File: config.mk
export PLATFORM = sky130hd
export DESIGN_NAME = srr_status_regs
export DESIGN_NICKNAME = d
export VERILOG_FILES = /design/src/hw/srr_pkg.sv /design/src/hw/srr_evt_if.sv /design/src/hw/srr_pin_sync.sv /design/src/hw/srr_event_reg.sv /design/src/hw/srr_status_regs.sv
export SDC_FILE = /design/constraint.sdc
export NUM_CORES = 1
export LEC_CHECK = 0
export ABC_CLOCK_PERIOD_IN_PS = 1200
export BUFFER_PORTS_ARGS = -buffer_cell sky130_fd_sc_hd__buf_2
export CAP_MARGIN = 5
export CORE_MARGIN = 2
export CORE_UTILIZATION = 46
export DETAILED_ROUTE_END_ITERATION = 16
export PLACE_DENSITY = 0.83
export SYNTH_ARGS = -nofsm -noshare
export SYNTH_HDL_FRONTEND = slang
export SYNTH_SLANG_ARGS = --single-unit
File: constraint.sdc
create_clock -name clk_i -period 1.2 [get_ports clk_i]
set_input_delay 0.12 -clock clk_i [delete_from_list [all_inputs] [get_ports clk_i]]
set_output_delay 0.12 -clock clk_i [all_outputs]
set_load 0.02 [all_outputs]
File: src/hw/srr_pkg.sv
package srr_pkg;

  // ****************************************************************
  // Widths and bit positions
  // ****************************************************************
  localparam int SRR_W = 16;
  localparam int SRR_CMD_W = 4;
  localparam int SRR_RAW_W = 5;
  localparam int SRR_OP_CALC_BIT = 0;
  localparam int SRR_OP_TRIG_BIT = 5;
  localparam int SRR_OP_VREG_BIT = 8;
  localparam int SRR_OP_IREG_BIT = 10;
  localparam int SRR_QU_HEAT_BIT = 3;
  // Positions of the raw condition inputs inside the synchroniser vector
  localparam int SRR_RAW_CALC = 0;
  localparam int SRR_RAW_TRIG = 1;
  localparam int SRR_RAW_VREG = 2;
  localparam int SRR_RAW_IREG = 3;
  localparam int SRR_RAW_HEAT = 4;

  // ****************************************************************
  // Defined bits and values after reset
  // ****************************************************************
  localparam logic [SRR_W-1:0] SRR_OP_DEF_BITS = 16'h0521;
  localparam logic [SRR_W-1:0] SRR_QU_DEF_BITS = 16'h0008;
  localparam logic [SRR_W-1:0] SRR_MASK_RST = 16'h0000;
  localparam logic [SRR_W-1:0] SRR_EVT_RST = 16'h0000;
  localparam logic [SRR_W-1:0] SRR_ZERO = 16'h0000;
  localparam logic [SRR_RAW_W-1:0] SRR_RAW_RST = 5'h00;

  // ****************************************************************
  // Command codes
  // ****************************************************************
  typedef enum logic [SRR_CMD_W-1:0] {
    SRR_CMD_NOP       = 4'h0,
    SRR_CMD_OP_LIVE_Q = 4'h1,
    SRR_CMD_OP_MASK_W = 4'h2,
    SRR_CMD_OP_MASK_Q = 4'h3,
    SRR_CMD_OP_LAT_Q  = 4'h4,
    SRR_CMD_PRESET    = 4'h5,
    SRR_CMD_QU_LAT_Q  = 4'h6,
    SRR_CMD_QU_LIVE_Q = 4'h7,
    SRR_CMD_QU_MASK_W = 4'h8,
    SRR_CMD_QU_MASK_Q = 4'h9
  } srr_cmd_e;

endpackage

File: src/hw/srr_evt_if.sv
`timescale 1ns/1ns
`default_nettype none

interface srr_evt_if;
  import srr_pkg::*;
  logic [SRR_W-1:0] cond;
  logic rd_clr;
  logic preset;
  logic [SRR_W-1:0] evt;

  modport dev (
    input cond,
    input rd_clr,
    input preset,
    output evt
  );
  modport ctl (
    output cond,
    output rd_clr,
    output preset,
    input evt
  );
endinterface

`default_nettype wire

File: src/hw/srr_pin_sync.sv
`timescale 1ns/1ns
`default_nettype none

module srr_pin_sync (
  input wire logic clk_i,
  input wire logic nrst_i,
  input wire logic [srr_pkg::SRR_RAW_W-1:0] raw_i,
  output logic [srr_pkg::SRR_RAW_W-1:0] stable_o
);
  import srr_pkg::*;

  logic [SRR_RAW_W-1:0] s1_ff, s2_ff, s3_ff, stable_ff;
  logic [SRR_RAW_W-1:0] nxt_stable;

  // ****************************************************************
  // Per-bit acceptance: a change counts once stages two and three agree
  // ****************************************************************
  genvar gi;
  generate
    for (gi = 0; gi < SRR_RAW_W; gi++) begin : g_bit
      always_comb begin
        nxt_stable[gi] = (s2_ff[gi] == s3_ff[gi]) ? s3_ff[gi] : stable_ff[gi];
      end
    end
  endgenerate

  always_ff @(posedge clk_i) begin
    if (!nrst_i) begin
      s1_ff <= SRR_RAW_RST;
      s2_ff <= SRR_RAW_RST;
      s3_ff <= SRR_RAW_RST;
      stable_ff <= SRR_RAW_RST;
    end else begin
      s1_ff <= raw_i;
      s2_ff <= s1_ff;
      s3_ff <= s2_ff;
      stable_ff <= nxt_stable;
    end
  end

  assign stable_o = stable_ff;

endmodule // srr_pin_sync

`default_nettype wire

File: src/hw/srr_event_reg.sv
`timescale 1ns/1ns
`default_nettype none

module srr_event_reg #(
  parameter logic [srr_pkg::SRR_W-1:0] DEF_BITS = srr_pkg::SRR_OP_DEF_BITS
) (
  input wire logic clk_i,
  input wire logic nrst_i,
  srr_evt_if.dev ev
);
  import srr_pkg::*;

  logic [SRR_W-1:0] prev_ff, evt_ff;
  logic [SRR_W-1:0] nxt_prev, nxt_evt, rise;

  // ****************************************************************
  // Latch rising edges; clearing read or preset loses to a new edge
  // ****************************************************************
  always_comb begin
    nxt_prev = ev.cond & DEF_BITS;
    rise = ev.cond & ~prev_ff & DEF_BITS;
    nxt_evt = ((ev.rd_clr || ev.preset) ? SRR_EVT_RST : evt_ff) | rise;
  end

  always_ff @(posedge clk_i) begin
    if (!nrst_i) begin
      prev_ff <= SRR_EVT_RST;
      evt_ff <= SRR_EVT_RST;
    end else begin
      prev_ff <= nxt_prev;
      evt_ff <= nxt_evt;
    end
  end

  assign ev.evt = evt_ff;

endmodule // srr_event_reg

`default_nettype wire

File: src/hw/srr_status_regs.sv
// Behaviour
// - Operation live value shows current state unlatched; defined bits give 0 to 1313.
// - Operation bit 10 means output regulating in constant current.
// - Operation bit 8 means output regulating in constant voltage.
// - Operation bit 5 means waiting for a trigger, driven by trigger logic.
// - Operation bit 0 means new calibration constants are being computed.
// - Operation latched register is read only, latches events, clears on read.
// - Summary bit 7 is OR of operation latched bits under operation mask.
// - Operation mask is written by command and read back with undefined bits cleared.
// - Preset clears masks and latched registers so nothing further is reported.
// - Warning registers use only bit 3, overheat; other bits unused.
// - Warning live value shows current warning state, 1 meaning active.
// - Warning latched register is read only, latches events, clears on read.
// - Summary bit 3 is OR of warning latched bits under warning mask.
// - Warning mask also gates which conditions reach the warning live value.
// - Warning mask is written by command and read back with undefined bits cleared.
// - Event sets once on rising condition; stays clear after read while active.
// - Short circuit shows current and voltage regulation plus trigger wait, e.g. 1312.
`timescale 1ns/1ns
`default_nettype none

module srr_status_regs (
  input wire logic clk_i,
  input wire logic nrst_i,
  input wire logic current_regulation_active_i,
  input wire logic voltage_regulation_active_i,
  input wire logic trigger_wait_i,
  input wire logic calibration_computing_i,
  input wire logic overheat_i,
  input wire logic cmd_valid_i,
  input wire logic [srr_pkg::SRR_CMD_W-1:0] cmd_code_i,
  input wire logic [srr_pkg::SRR_W-1:0] cmd_data_i,
  output logic rsp_valid_o,
  output logic [srr_pkg::SRR_W-1:0] rsp_data_o,
  output logic cmd_range_err_o,
  output logic cmd_unknown_o,
  output logic stb_oper_summary_o,
  output logic stb_ques_summary_o
);
  import srr_pkg::*;

  // ****************************************************************
  // Condition inputs come from the analog side, so they are synchronised
  // ****************************************************************
  logic [SRR_RAW_W-1:0] raw_vec, live_vec;

  always_comb begin
    raw_vec = SRR_RAW_RST;
    raw_vec[SRR_RAW_CALC] = calibration_computing_i;
    raw_vec[SRR_RAW_TRIG] = trigger_wait_i;
    raw_vec[SRR_RAW_VREG] = voltage_regulation_active_i;
    raw_vec[SRR_RAW_IREG] = current_regulation_active_i;
    raw_vec[SRR_RAW_HEAT] = overheat_i;
  end

  srr_pin_sync u_sync (
    .clk_i(clk_i),
    .nrst_i(nrst_i),
    .raw_i(raw_vec),
    .stable_o(live_vec)
  );

  // ****************************************************************
  // Mask registers
  // ****************************************************************
  logic [SRR_W-1:0] op_mask_ff, qu_mask_ff;
  logic [SRR_W-1:0] nxt_op_mask, nxt_qu_mask;
  srr_cmd_e cmd;
  logic is_preset;
  logic op_mask_wr;
  logic qu_mask_wr;
  logic op_lat_rd;
  logic qu_lat_rd;

  // One strobe per action, so the mask and event logic agree on what a command
  // means; the answer logic decodes the code again in its own case statement
  always_comb begin
    cmd = srr_cmd_e'(cmd_code_i);
    is_preset = cmd_valid_i && (cmd == SRR_CMD_PRESET);
    op_mask_wr = cmd_valid_i && (cmd == SRR_CMD_OP_MASK_W);
    qu_mask_wr = cmd_valid_i && (cmd == SRR_CMD_QU_MASK_W);
    op_lat_rd = cmd_valid_i && (cmd == SRR_CMD_OP_LAT_Q);
    qu_lat_rd = cmd_valid_i && (cmd == SRR_CMD_QU_LAT_Q);
  end

  always_comb begin
    nxt_op_mask = op_mask_ff;
    nxt_qu_mask = qu_mask_ff;
    if (is_preset) begin
      nxt_op_mask = SRR_MASK_RST;
      nxt_qu_mask = SRR_MASK_RST;
    end else if (op_mask_wr) begin
      nxt_op_mask = cmd_data_i & SRR_OP_DEF_BITS;
    end else if (qu_mask_wr) begin
      nxt_qu_mask = cmd_data_i & SRR_QU_DEF_BITS;
    end
  end

  always_ff @(posedge clk_i) begin
    if (!nrst_i) begin
      op_mask_ff <= SRR_MASK_RST;
      qu_mask_ff <= SRR_MASK_RST;
    end else begin
      op_mask_ff <= nxt_op_mask;
      qu_mask_ff <= nxt_qu_mask;
    end
  end

  // ****************************************************************
  // Live condition words
  // ****************************************************************
  logic [SRR_W-1:0] op_live, qu_raw, qu_live;

  always_comb begin
    op_live = SRR_ZERO;
    op_live[SRR_OP_IREG_BIT] = live_vec[SRR_RAW_IREG];
    op_live[SRR_OP_VREG_BIT] = live_vec[SRR_RAW_VREG];
    op_live[SRR_OP_TRIG_BIT] = live_vec[SRR_RAW_TRIG];
    op_live[SRR_OP_CALC_BIT] = live_vec[SRR_RAW_CALC];
    qu_raw = SRR_ZERO;
    qu_raw[SRR_QU_HEAT_BIT] = live_vec[SRR_RAW_HEAT];
    // The mask decides which warnings are watched at all, so a masked
    // warning neither shows live nor latches an event
    qu_live = qu_raw & qu_mask_ff;
  end

  // ****************************************************************
  // Latched event registers
  // ****************************************************************
  srr_evt_if op_ev ();
  srr_evt_if qu_ev ();

  always_comb begin
    op_ev.cond = op_live;
    op_ev.rd_clr = op_lat_rd;
    op_ev.preset = is_preset;
    qu_ev.cond = qu_live;
    qu_ev.rd_clr = qu_lat_rd;
    qu_ev.preset = is_preset;
  end

  srr_event_reg #(
    .DEF_BITS(SRR_OP_DEF_BITS)
  ) u_op_evt (
    .clk_i(clk_i),
    .nrst_i(nrst_i),
    .ev(op_ev.dev)
  );

  srr_event_reg #(
    .DEF_BITS(SRR_QU_DEF_BITS)
  ) u_qu_evt (
    .clk_i(clk_i),
    .nrst_i(nrst_i),
    .ev(qu_ev.dev)
  );

  // ****************************************************************
  // Query answers and command checks
  // ****************************************************************
  logic rsp_valid_ff, range_err_ff, unknown_ff;
  logic [SRR_W-1:0] rsp_data_ff;
  logic nxt_rsp_valid, nxt_range_err, nxt_unknown;
  logic [SRR_W-1:0] nxt_rsp_data;

  always_comb begin
    nxt_rsp_valid = 1'b0;
    nxt_rsp_data = rsp_data_ff;
    nxt_range_err = 1'b0;
    nxt_unknown = 1'b0;
    if (cmd_valid_i) begin
      unique case (cmd)
        SRR_CMD_NOP: begin
        end
        SRR_CMD_OP_LIVE_Q: begin
          nxt_rsp_valid = 1'b1;
          nxt_rsp_data = op_live;
        end
        SRR_CMD_OP_MASK_W: begin
          nxt_range_err = |(cmd_data_i & ~SRR_OP_DEF_BITS);
        end
        SRR_CMD_OP_MASK_Q: begin
          nxt_rsp_valid = 1'b1;
          nxt_rsp_data = op_mask_ff;
        end
        SRR_CMD_OP_LAT_Q: begin
          nxt_rsp_valid = 1'b1;
          nxt_rsp_data = op_ev.evt;
        end
        SRR_CMD_PRESET: begin
        end
        SRR_CMD_QU_LAT_Q: begin
          nxt_rsp_valid = 1'b1;
          nxt_rsp_data = qu_ev.evt;
        end
        SRR_CMD_QU_LIVE_Q: begin
          nxt_rsp_valid = 1'b1;
          nxt_rsp_data = qu_live;
        end
        SRR_CMD_QU_MASK_W: begin
          nxt_range_err = |(cmd_data_i & ~SRR_QU_DEF_BITS);
        end
        SRR_CMD_QU_MASK_Q: begin
          nxt_rsp_valid = 1'b1;
          nxt_rsp_data = qu_mask_ff;
        end
        default: begin
          nxt_unknown = 1'b1;
        end
      endcase
    end
  end

  // Answer word holds between queries, so a slow reader still finds it;
  // an unknown code leaves it alone and only raises its flag
  always_ff @(posedge clk_i) begin
    if (!nrst_i) begin
      rsp_valid_ff <= 1'b0;
      rsp_data_ff <= SRR_ZERO;
      range_err_ff <= 1'b0;
      unknown_ff <= 1'b0;
    end else begin
      rsp_valid_ff <= nxt_rsp_valid;
      rsp_data_ff <= nxt_rsp_data;
      range_err_ff <= nxt_range_err;
      unknown_ff <= nxt_unknown;
    end
  end

  // ****************************************************************
  // Status byte summaries, registered to keep them glitch free
  // ****************************************************************
  logic op_sum_ff, qu_sum_ff;
  logic nxt_op_sum, nxt_qu_sum;

  // Summaries follow the latched events, not the live state, so a brief
  // condition stays reported until software reads its event register
  always_comb begin
    nxt_op_sum = |(op_ev.evt & op_mask_ff);
    nxt_qu_sum = |(qu_ev.evt & qu_mask_ff);
  end

  always_ff @(posedge clk_i) begin
    if (!nrst_i) begin
      op_sum_ff <= 1'b0;
      qu_sum_ff <= 1'b0;
    end else begin
      op_sum_ff <= nxt_op_sum;
      qu_sum_ff <= nxt_qu_sum;
    end
  end

  assign rsp_valid_o = rsp_valid_ff;
  assign rsp_data_o = rsp_data_ff;
  assign cmd_range_err_o = range_err_ff;
  assign cmd_unknown_o = unknown_ff;
  assign stb_oper_summary_o = op_sum_ff;
  assign stb_ques_summary_o = qu_sum_ff;

endmodule // srr_status_regs

`default_nettype wire

---- Yosys cells after proc, flatten, opt, wreduce, memory -nomap -nowiden ----
Index checks and enable logic that the tools add are counted.
word-level totals
  register bits ........................... 83
  output and inout bits ................... 21
  input port bits ......................... 28
operators by class
  equal/unequal tests ..................... 14
  reduce and logical (&&, ||, !) cells .... 19
  mux-type cells .......................... 6
  bitwise operators ....................... 11
operator list
  kind                                            number
  one-hot mux 16 bit (6 select lines)             1
  two-way mux 16 bit                              2
  OR reduction 16 bit                             2
  bitwise AND 16 x 11 -> 16 bit                   1
  bitwise AND 16 x 4 -> 16 bit                    1
  == test 4 x 3 -> 1 bit (second input constant)  4
  OR 16 x 11 -> 16 bit                            1
  OR 16 x 4 -> 16 bit                             1
  OR reduction 15 bit                             1
  OR reduction 12 bit                             1
  bitwise AND 11 bit                              1
  NOT 11 bit                                      1
  OR reduction 10 bit                             1
  bitwise AND 4 bit                               2
  == test 4 x 2 -> 1 bit (second input constant)  2
  == test 4 bit (second input constant)           2
  AND reduction 2 bit                             3
  nonzero test 6 bit                              1
  OR reduction 6 bit                              1
  == test 1 bit                                   5
  logical AND 1 bit                               5
  == test 4 x 1 -> 1 bit (second input constant)  1
  logical NOT 4 bit                               1
  NOT 4 bit                                       1
  other kinds (5)                                 8

---- Longest topological paths before layout ----
Gate-level depths: netlist (run 1).
  depth in word-level cells ............... 5
  mapped depth ............................ 7

---- Cells and area by module ----
Synthesis (run 1) repeated with hierarchy kept, for this count alone.
second synthesis, totals
  cells, all modules ...................... 263
  area, all modules ....................... 2,504.9 um^2
by module, submodules not included
  module                    area each (um^2)  cells each  seq. area each (um^2)  instances
  srr_status_regs           1,350.0           150         520.5                  1
  srr_pin_sync              606.8             52          400.4                  1
  srr_event_reg (u_op_evt)  360.3             39          160.2                  1
  srr_event_reg (u_qu_evt)  187.7             22          40.0                   1

---- Worst setup path after synthesis (run 1) ----
No wires, ideal clock.
  kind .................................... in2reg
  start point ............................. input cmd_code_i[0] (netlist bit)
  end point ............................... register rsp_data_ff[8], in the netlist rsp_data_o[8]
  stages on the path ...................... 5
  buffers on the path ..................... 1
  data arrival time ....................... 1.026 ns
  setup slack ............................. 0.059 ns
  data required time ...................... 1.085 ns
  path through ............................ buf_2 or3b_1 a21oi_1 nor4b_2 o21a_1
between the ends
  longest elaborated chain between the ends .. 3
  elaborated cells between the ends (all ways) .. 9
  those cells by class .................... 6 x eq/ne; 1 x mux; 2 x reduce/logical
ends and longest elaborated chain
  element                                               RTL line                text
  from (decl)                                           srr_status_regs.sv:31   input wire logic [srr_pkg::SRR_CMD_W-1:0] cmd_code_i,
  == test 4 x 3 -> 1 bit, or another cell as far along  srr_status_regs.sv:172  unique case (cmd)
  nonzero test 6 bit (no source line)                   --
  AND reduction 2 bit (no source line)                  --
  to (signal assigned)                                  srr_status_regs.sv:224  rsp_data_ff <= nxt_rsp_data;
  to (decl)                                             srr_status_regs.sv:162  logic [SRR_W-1:0] rsp_data_ff;
Parallel ways exist; a longest one is shown, timed or not.
A chain may end at the register's enable or synchronous reset.

---- Worst setup path in the final report (run 1) ----
  start point ............................. register u_op_evt.evt_ff[8], in the netlist u_op_evt.ev.evt[8]
  end point ............................... register rsp_data_ff[8], in the netlist rsp_data_o[8]
between the ends
  longest elaborated chain between the ends .. 1
ends and longest elaborated chain
  element                              RTL line                text
  from (decl)                          srr_event_reg.sv:13     logic [SRR_W-1:0] prev_ff, evt_ff;
  from (signal assigned)               srr_event_reg.sv:31     evt_ff <= nxt_evt;
  one-hot mux 16 bit (6 select lines)  srr_status_regs.sv:172
No other way between the ends.

==> flow_summary.yaml, run 1 <==
worst_setup_path:
  rrSetupSlack_ns: 0.02
  crit_buf_inv: 0
  cp-end-kind: "register"
  path_cells: "or3b_1, a21oi_2, nor4b_2, o21a_1"
  path_max_fanout: 2
  worstSetupPathType: "reg -> reg"
  cp.arrival_ns: 1.37
  slowest_delay_ns: 0.36
  rr_startpoint: "u_op_evt.ev.evt[8]"
  rr_endpoint: "rsp_data_o[8]"
  critPathLaunchType: "register"
  cpMaxStageDelayCell: "or3b_1"
  cp.depth: 4
  r2r_cells: 4
  crit_family: "simple AND/OR/NAND/NOR gates"
  required_ns: 1.40
hold_path:
  hold_path_class: "in -> reg"
  min_to: "u_sync.s1_ff[2]"
  holdPathStages: 2
  min_from: "voltage_regulation_active_i"
grt:
  grtUsageTotal_pct: 17.4
  top_usage_layer: "met2"
  grt_overflow_total: 0
  met1_usage_pct: 21.2
  gr-usage-met3_pct: 4.90
  grt_pass1_wl_um: 5830
  grt_use_met2_pct: 28.9
  grt_pass1_vias: 1311
  grt_max_degree: 23
  antenna_found_initial: 0
power:
  p_leak_uw: 0.000980
  powerDensity_nw_per_um2: 1280
  vdd_ir_drop_max_uv: 901
timing:
  fin_worst_skew_ns: 0.00561
  report.final.slew_viol_count: 0
  max_freq_mhz: 851
  finalCriticalPeriod_ns: 1.18
  rsz0062_at_grt: "true"
  setup_violations: 0
  holdWs_ns: 0.0184
  timing.final.ws_setup_ns: 0.0244
  post-route-period-util_pct: 98.0
  hold_violations: 0
floorplan:
  dieWidth_um: 67.0
  die-height_um: 67.0
  io_pins: 49
  die_area_um2: 4490
  core-area_um2: 3740
  fp-row-count: 22
  start_util_pct: 48.7
synth:
  synth_edf_count: 0
  synth_seq_area_share_pct: 49.4
  yosysWarnings: 0
  synth-main-ff-cell: "dfxtp_1"
  ys_types: 41
  netlist_area_um2: 1820
  syn_area_per_cell_um2: 9.21
  synth_cells: 198
  synth_seq_cells: 45
  synth-async-reset-ratio_pct: 0
detailed_routing:
  ant_nets: 0
  dr.pass1.iters: 4
  totalWireLength_um: 3600
  vias: 1446
  wl_per_cell_um: 12.2
  drc: 0
  avgViaCountPerCell: 4.89
  drt_iter0_drc: 128
cts:
  cts_sinks: 45
  cts.htree.levels: 2
  path_clk_slew_ns: 0.09
  clock_latency_ns: 0.30
  postCtsSetupRepairBufs: 0
  cts_root_buf: "clkbuf_8"
  clk_path_buf_depth: 2
  cts_tree: "done"
  cts_made_buffers: 5
place:
  place.gp.congestion: 0.870
  dpl_worst_slack_ns: -0.0812
  hpwl_um: 2690
  portBuffers: 37
layout:
  syn_to_final_growth_pct: 20.3
  nets: 275
  fillerInstances: 345
  num_antenna_cells: 0
  layout-drive-gt1-share_pct: 26.6
  final_util_pct: 58.6
flow_run:
  maxCapViolCount: 0
status:
  status: "completed"
[worst max-delay path by stage]
stage                       startpoint       endpoint  slack, ns
finish              u_op_evt.ev.evt[8]  rsp_data_o[8]       0.02
global route        u_op_evt.ev.evt[8]  rsp_data_o[8]      -0.02
CTS                 u_op_evt.ev.evt[8]  rsp_data_o[8]     0.0007
detailed placement       cmd_code_i[3]  rsp_data_o[8]      -0.08
global placement         cmd_code_i[3]  rsp_data_o[8]      -0.03
floorplan                cmd_code_i[0]  rsp_data_o[8]       0.06
[metrics by stage]
| stage | cells | power [µW] | TNS (ns) | instance area, µm² |
|---|---|---|---|---|
| 2_1_floorplan | 208 | 1770 | 0 | 1860 |
| 3_3_place_gp | 288 | 1840 | -0.0340 | 2090 |
| 3_5_place_dp | 288 | 1850 | -0.0851 | 2090 |
| 4_1_cts | 296 | 2830 | 0 | 2190 |
| 5_1_grt | 296 | 2930 | -0.0166 | 2190 |
| 6_report | 296 | 2810 | 0 | 2190 |
[layout by cell type (no fill, tap or decap), types with 2 or more instances in the layout]
cell type / n
o21ai_0: 16
nand3_1: 5
a32o_1: 3
nor4_1: 2
o21a_1: 2
buf_2: 37
nor3_1: 2
nor2b_1: 5
nor2_1: 13
nand2_1: 18
a22oi_1: 4
o21ai_1: 3
and2_1: 16
buf_4: 15
a31oi_1: 4
conb_1: 11
nand2b_1: 3
o22ai_1: 2
a21boi_0: 6
mux2i_1: 5
clkbuf_8: 6
inv_1: 5
dfxtp_1: 44
[Yosys cell counts (2+ instances only)]
master / count / share of area [%]
inv_1: 5 / 1.0
nand3_1: 5 / 1.4
nand2b_1: 3 / 1.0
nor2_1: 13 / 2.7
a32o_1: 3 / 1.6
buf_2: 4 / 1.1
nor3_1: 2 / 0.55
o22ai_1: 2 / 0.69
buf_4: 11 / 4.5
a22oi_1: 4 / 1.6
nand2_1: 18 / 3.7
dfxtp_1: 45 / 49
o21ai_0: 18 / 4.9
a21oi_1: 2 / 0.55
nor4_1: 2 / 0.69
and2_1: 16 / 5.5
a21boi_0: 6 / 2.5
o21a_1: 2 / 0.82
clkbuf_1: 4 / 0.82
a31oi_1: 4 / 1.4
mux2i_1: 5 / 2.7
nor2b_1: 5 / 1.7
[layout make-up]
class / count / area [µm²] / area share (%)
clock buffers: 6 / 82.6 / 3.76
clock inverters: 2 / 16.3 / 0.741
inverters: 5 / 18.8 / 0.855
multi-input cells: 138 / 817 / 37.2
flip-flops and latches: 45 / 902 / 41.1
well taps: 48 / 60.1 / 2.74
repair buffers: 52 / 298 / 13.6
[per-layer routing]
metal / routed length, µm / vias to the layer above / share of wire [%]
met5: 0 / - / 0
met4: 32 / 0 / 0.89
met3: 178 / 2 / 4.9
met2: 1740 / 31 / 48
met1: 1650 / 659 / 46
li1: - / 754 / -
[cells by family (layout without fill, tap and decap cells)]
logic type,after synthesis,in the layout,share of synthesized area [%]
AND/OR/NAND/NOR,74,74,22.0
AO/OA/AOI/OAI,47,47,17.1
flip-flops,45,45,49.4
buffers and inverters,25,65,8.09
multiplexers,5,5,2.74
other,1,11,0.206
XOR/XNOR,1,1,0.480
[sequential cells by signal, indices dropped and copies added, names as in the netlist, 4 cells and up]
signal,flops
u_sync.stable_o,5
u_op_evt.prev_ff,4
u_sync.s3_ff,5
u_op_evt.ev.evt,4
op_mask_ff,4
u_sync.s2_ff,5
rsp_data_o,5
u_sync.s1_ff,5
[power breakdown]
part / total, µW / leakage [µW] / switching, µW / internal, µW
Clock: 991 / 0.0000478 / 517 / 474
Combinational: 279 / 0.000566 / 161 / 118
Sequential: 1540 / 0.000366 / 13.9 / 1520
[what timing repair did]
item	4_1_cts	5_1_grt
hold endpoints to repair	0	0
hold buffers	0	0
endpoints found under the setup margin	0	2
resized for setup	0	4
No activity file was read; power rests on OpenSTA's default activity.
==> run 2, diff against run 1 <==
--- a/config.mk
+++ b/config.mk
@@ -8,10 +8,10 @@
 export ABC_CLOCK_PERIOD_IN_PS = 1200
 export BUFFER_PORTS_ARGS = -buffer_cell sky130_fd_sc_hd__buf_2
 export CAP_MARGIN = 5
-export CORE_MARGIN = 2
-export CORE_UTILIZATION = 46
+export CORE_UTILIZATION = 48
+export CTS_BUF_LIST = sky130_fd_sc_hd__clkbuf_8
 export DETAILED_ROUTE_END_ITERATION = 16
-export PLACE_DENSITY = 0.83
+export PLACE_DENSITY = 0.86
 export SYNTH_ARGS = -nofsm -noshare
 export SYNTH_HDL_FRONTEND = slang
 export SYNTH_SLANG_ARGS = --single-unit
==> run 2 against run 1 <==
Against the previous run: the run now ends with setup timing left; die area down 9.7%; largest power group unchanged; setup slack got worse by 0.040 ns; sequential share of layout area is 0.46 points lower; routed wire length decreased by 4.2%; sequential power barely moved; cell area grew 1.1%; cell count rose by 0.68%; clock power rose by 0.4%; first-iteration DRC count down 48%.
==> flow_summary.yaml, run 2 (synthesized netlist as in run 1, its figures left out) <==
detailed_routing:
  drt_iter0_drc: 67
  ant_nets: 0
  dr.pass1.iters: 4
  wl_per_cell_um: 11.6
  avgViaCountPerCell: 5.07
  totalWireLength_um: 3450
  vias: 1510
  drc: 0
layout:
  nets: 277
  num_antenna_cells: 0
  layout-drive-gt1-share_pct: 27.6
  fin_cells: 298
  syn_to_final_growth_pct: 21.7
  layout_common_cells: "dfxtp_1, buf_2, nand2_1, o21ai_0, buf_4"
  final_util_pct: 60.6
  final_area_um2: 2220
  mostFrequentLayoutCell: "dfxtp_1"
floorplan:
  fp-row-count: 22
  die_area_um2: 4050
  die-height_um: 63.7
  start_util_pct: 49.8
  io_pins: 49
  dieWidth_um: 63.7
  core-area_um2: 3660
worst_setup_path:
  cp.arrival_ns: 1.42
  rr_startpoint: "u_op_evt.ev.evt[8]"
  cp-end-kind: "register"
  path_max_fanout: 3
  critPathLaunchType: "register"
  worstSetupPathType: "reg -> reg"
  rr_endpoint: "rsp_data_o[8]"
  required_ns: 1.40
  rrSetupSlack_ns: -0.02
  r2r_cells: 4
hold_path:
  min_from: "overheat_i"
  min_to: "u_sync.s1_ff[4]"
  holdPathStages: 2
  hold_path_class: "in -> reg"
grt:
  antenna_found_initial: 0
  grtUsageTotal_pct: 18.4
  grt_pass1_vias: 1324
  grt_max_degree: 20
  grt_overflow_total: 0
  grt_pass1_wl_um: 5660
cts:
  path_clk_slew_ns: 0.09
  cts_made_buffers: 5
  cts_root_buf: "clkbuf_8"
  cts_tree: "done"
  clk_path_buf_depth: 2
  clock_latency_ns: 0.30
  postCtsSetupRepairBufs: 0
  cts.htree.levels: 2
  cts_sinks: 45
power:
  vdd_ir_drop_max_uv: 923
  p_leak_uw: 0.000993
  fin_total_pwr_uw: 2820
  powerDensity_nw_per_um2: 1270
flow_run:
  maxCapViolCount: 0
timing:
  fin_worst_skew_ns: 0.0108
  report.final.slew_viol_count: 0
  hold_violations: 0
  timing.final.ws_setup_ns: -0.0153
  finalCriticalPeriod_ns: 1.22
  max_freq_mhz: 823
  post-route-period-util_pct: 101
  rsz0062_at_grt: "true"
  tns_ns: -0.0153
  setup_violations: 1
place:
  portBuffers: 37
  hpwl_um: 2610
  place.gp.congestion: 0.851
  placedCellCount: 290
  dpl-instance-area_um2: 2110
status:
  status: "finished, violations left"
  violations: "setup timing"
run 2: cell count changes in the layout (fill, tap and decap cells not counted):
cell	before	now
or3b_1	1	0
buf_4	15	17
a21oi_2	1	0
a21oi_4	1	2
o21ai_1	3	2
o21ai_0	16	17
or3b_4	0	1
run 2: worst max-delay path by stage:
stage                     slack (ns)               start            end
after global placement        -0.005       cmd_code_i[3]  rsp_data_o[8]
after global routing           -0.05  u_op_evt.ev.evt[8]  rsp_data_o[8]
after detailed placement       -0.06       cmd_code_i[3]  rsp_data_o[8]
final                          -0.02  u_op_evt.ev.evt[8]  rsp_data_o[8]
after CTS                      0.005  u_op_evt.ev.evt[8]  rsp_data_o[8]
after floorplan                 0.06       cmd_code_i[0]  rsp_data_o[8]
run 2: critical path, cell delays in order, from the launching register on:
cell and delay, ns:
dfxtp_2 0.34, or3b_4 0.39, a21oi_4 0.15, nor4b_2 0.06, o21a_1 0.18
run 2: power by group:
group	internal, µW	switching (µW)
sequential	1520	12.7
clock	474	521
combinational	124	164
run 2: layout make-up:
cell class | count | area (µm²)
sequential | 45 | 902
inverter | 5 | 18.8
clock buffer | 6 | 82.6
timing repair buffer | 54 | 313
tap | 48 | 60.1
fill | 330 | 1440
multi-input combinational | 138 | 827
clock inverter | 2 | 16.3
run 2: repair_timing:
action                                  in CTS  in global routing
hold buffers                                 0                  0
resized for setup                            1                  4
endpoints found under the setup margin       1                  1
pin swaps                                    0                  2
run 2: routing by layer:
layer / GRT usage [%] / wire, µm / up-vias
met1: 20.9 / 1540 / 697
met3: 5.07 / 210 / 7
li1: - / - / 759
met4: 8.52 / 55 / 0
met2: 31.5 / 1640 / 47
met5: 0 / 0 / -
run 2: through the flow:
| step | hold slack, ns | setup slack (ns) |
|---|---|---|
| CTS | 0.00665 | 0.00472 |
| global route | 0.00841 | -0.0497 |
| detailed placement | 0.331 | -0.0553 |
| global placement | 0.326 | -0.00543 |
| floorplan | 0.247 | 0.0591 |
| finish | 0.0129 | -0.0153 |
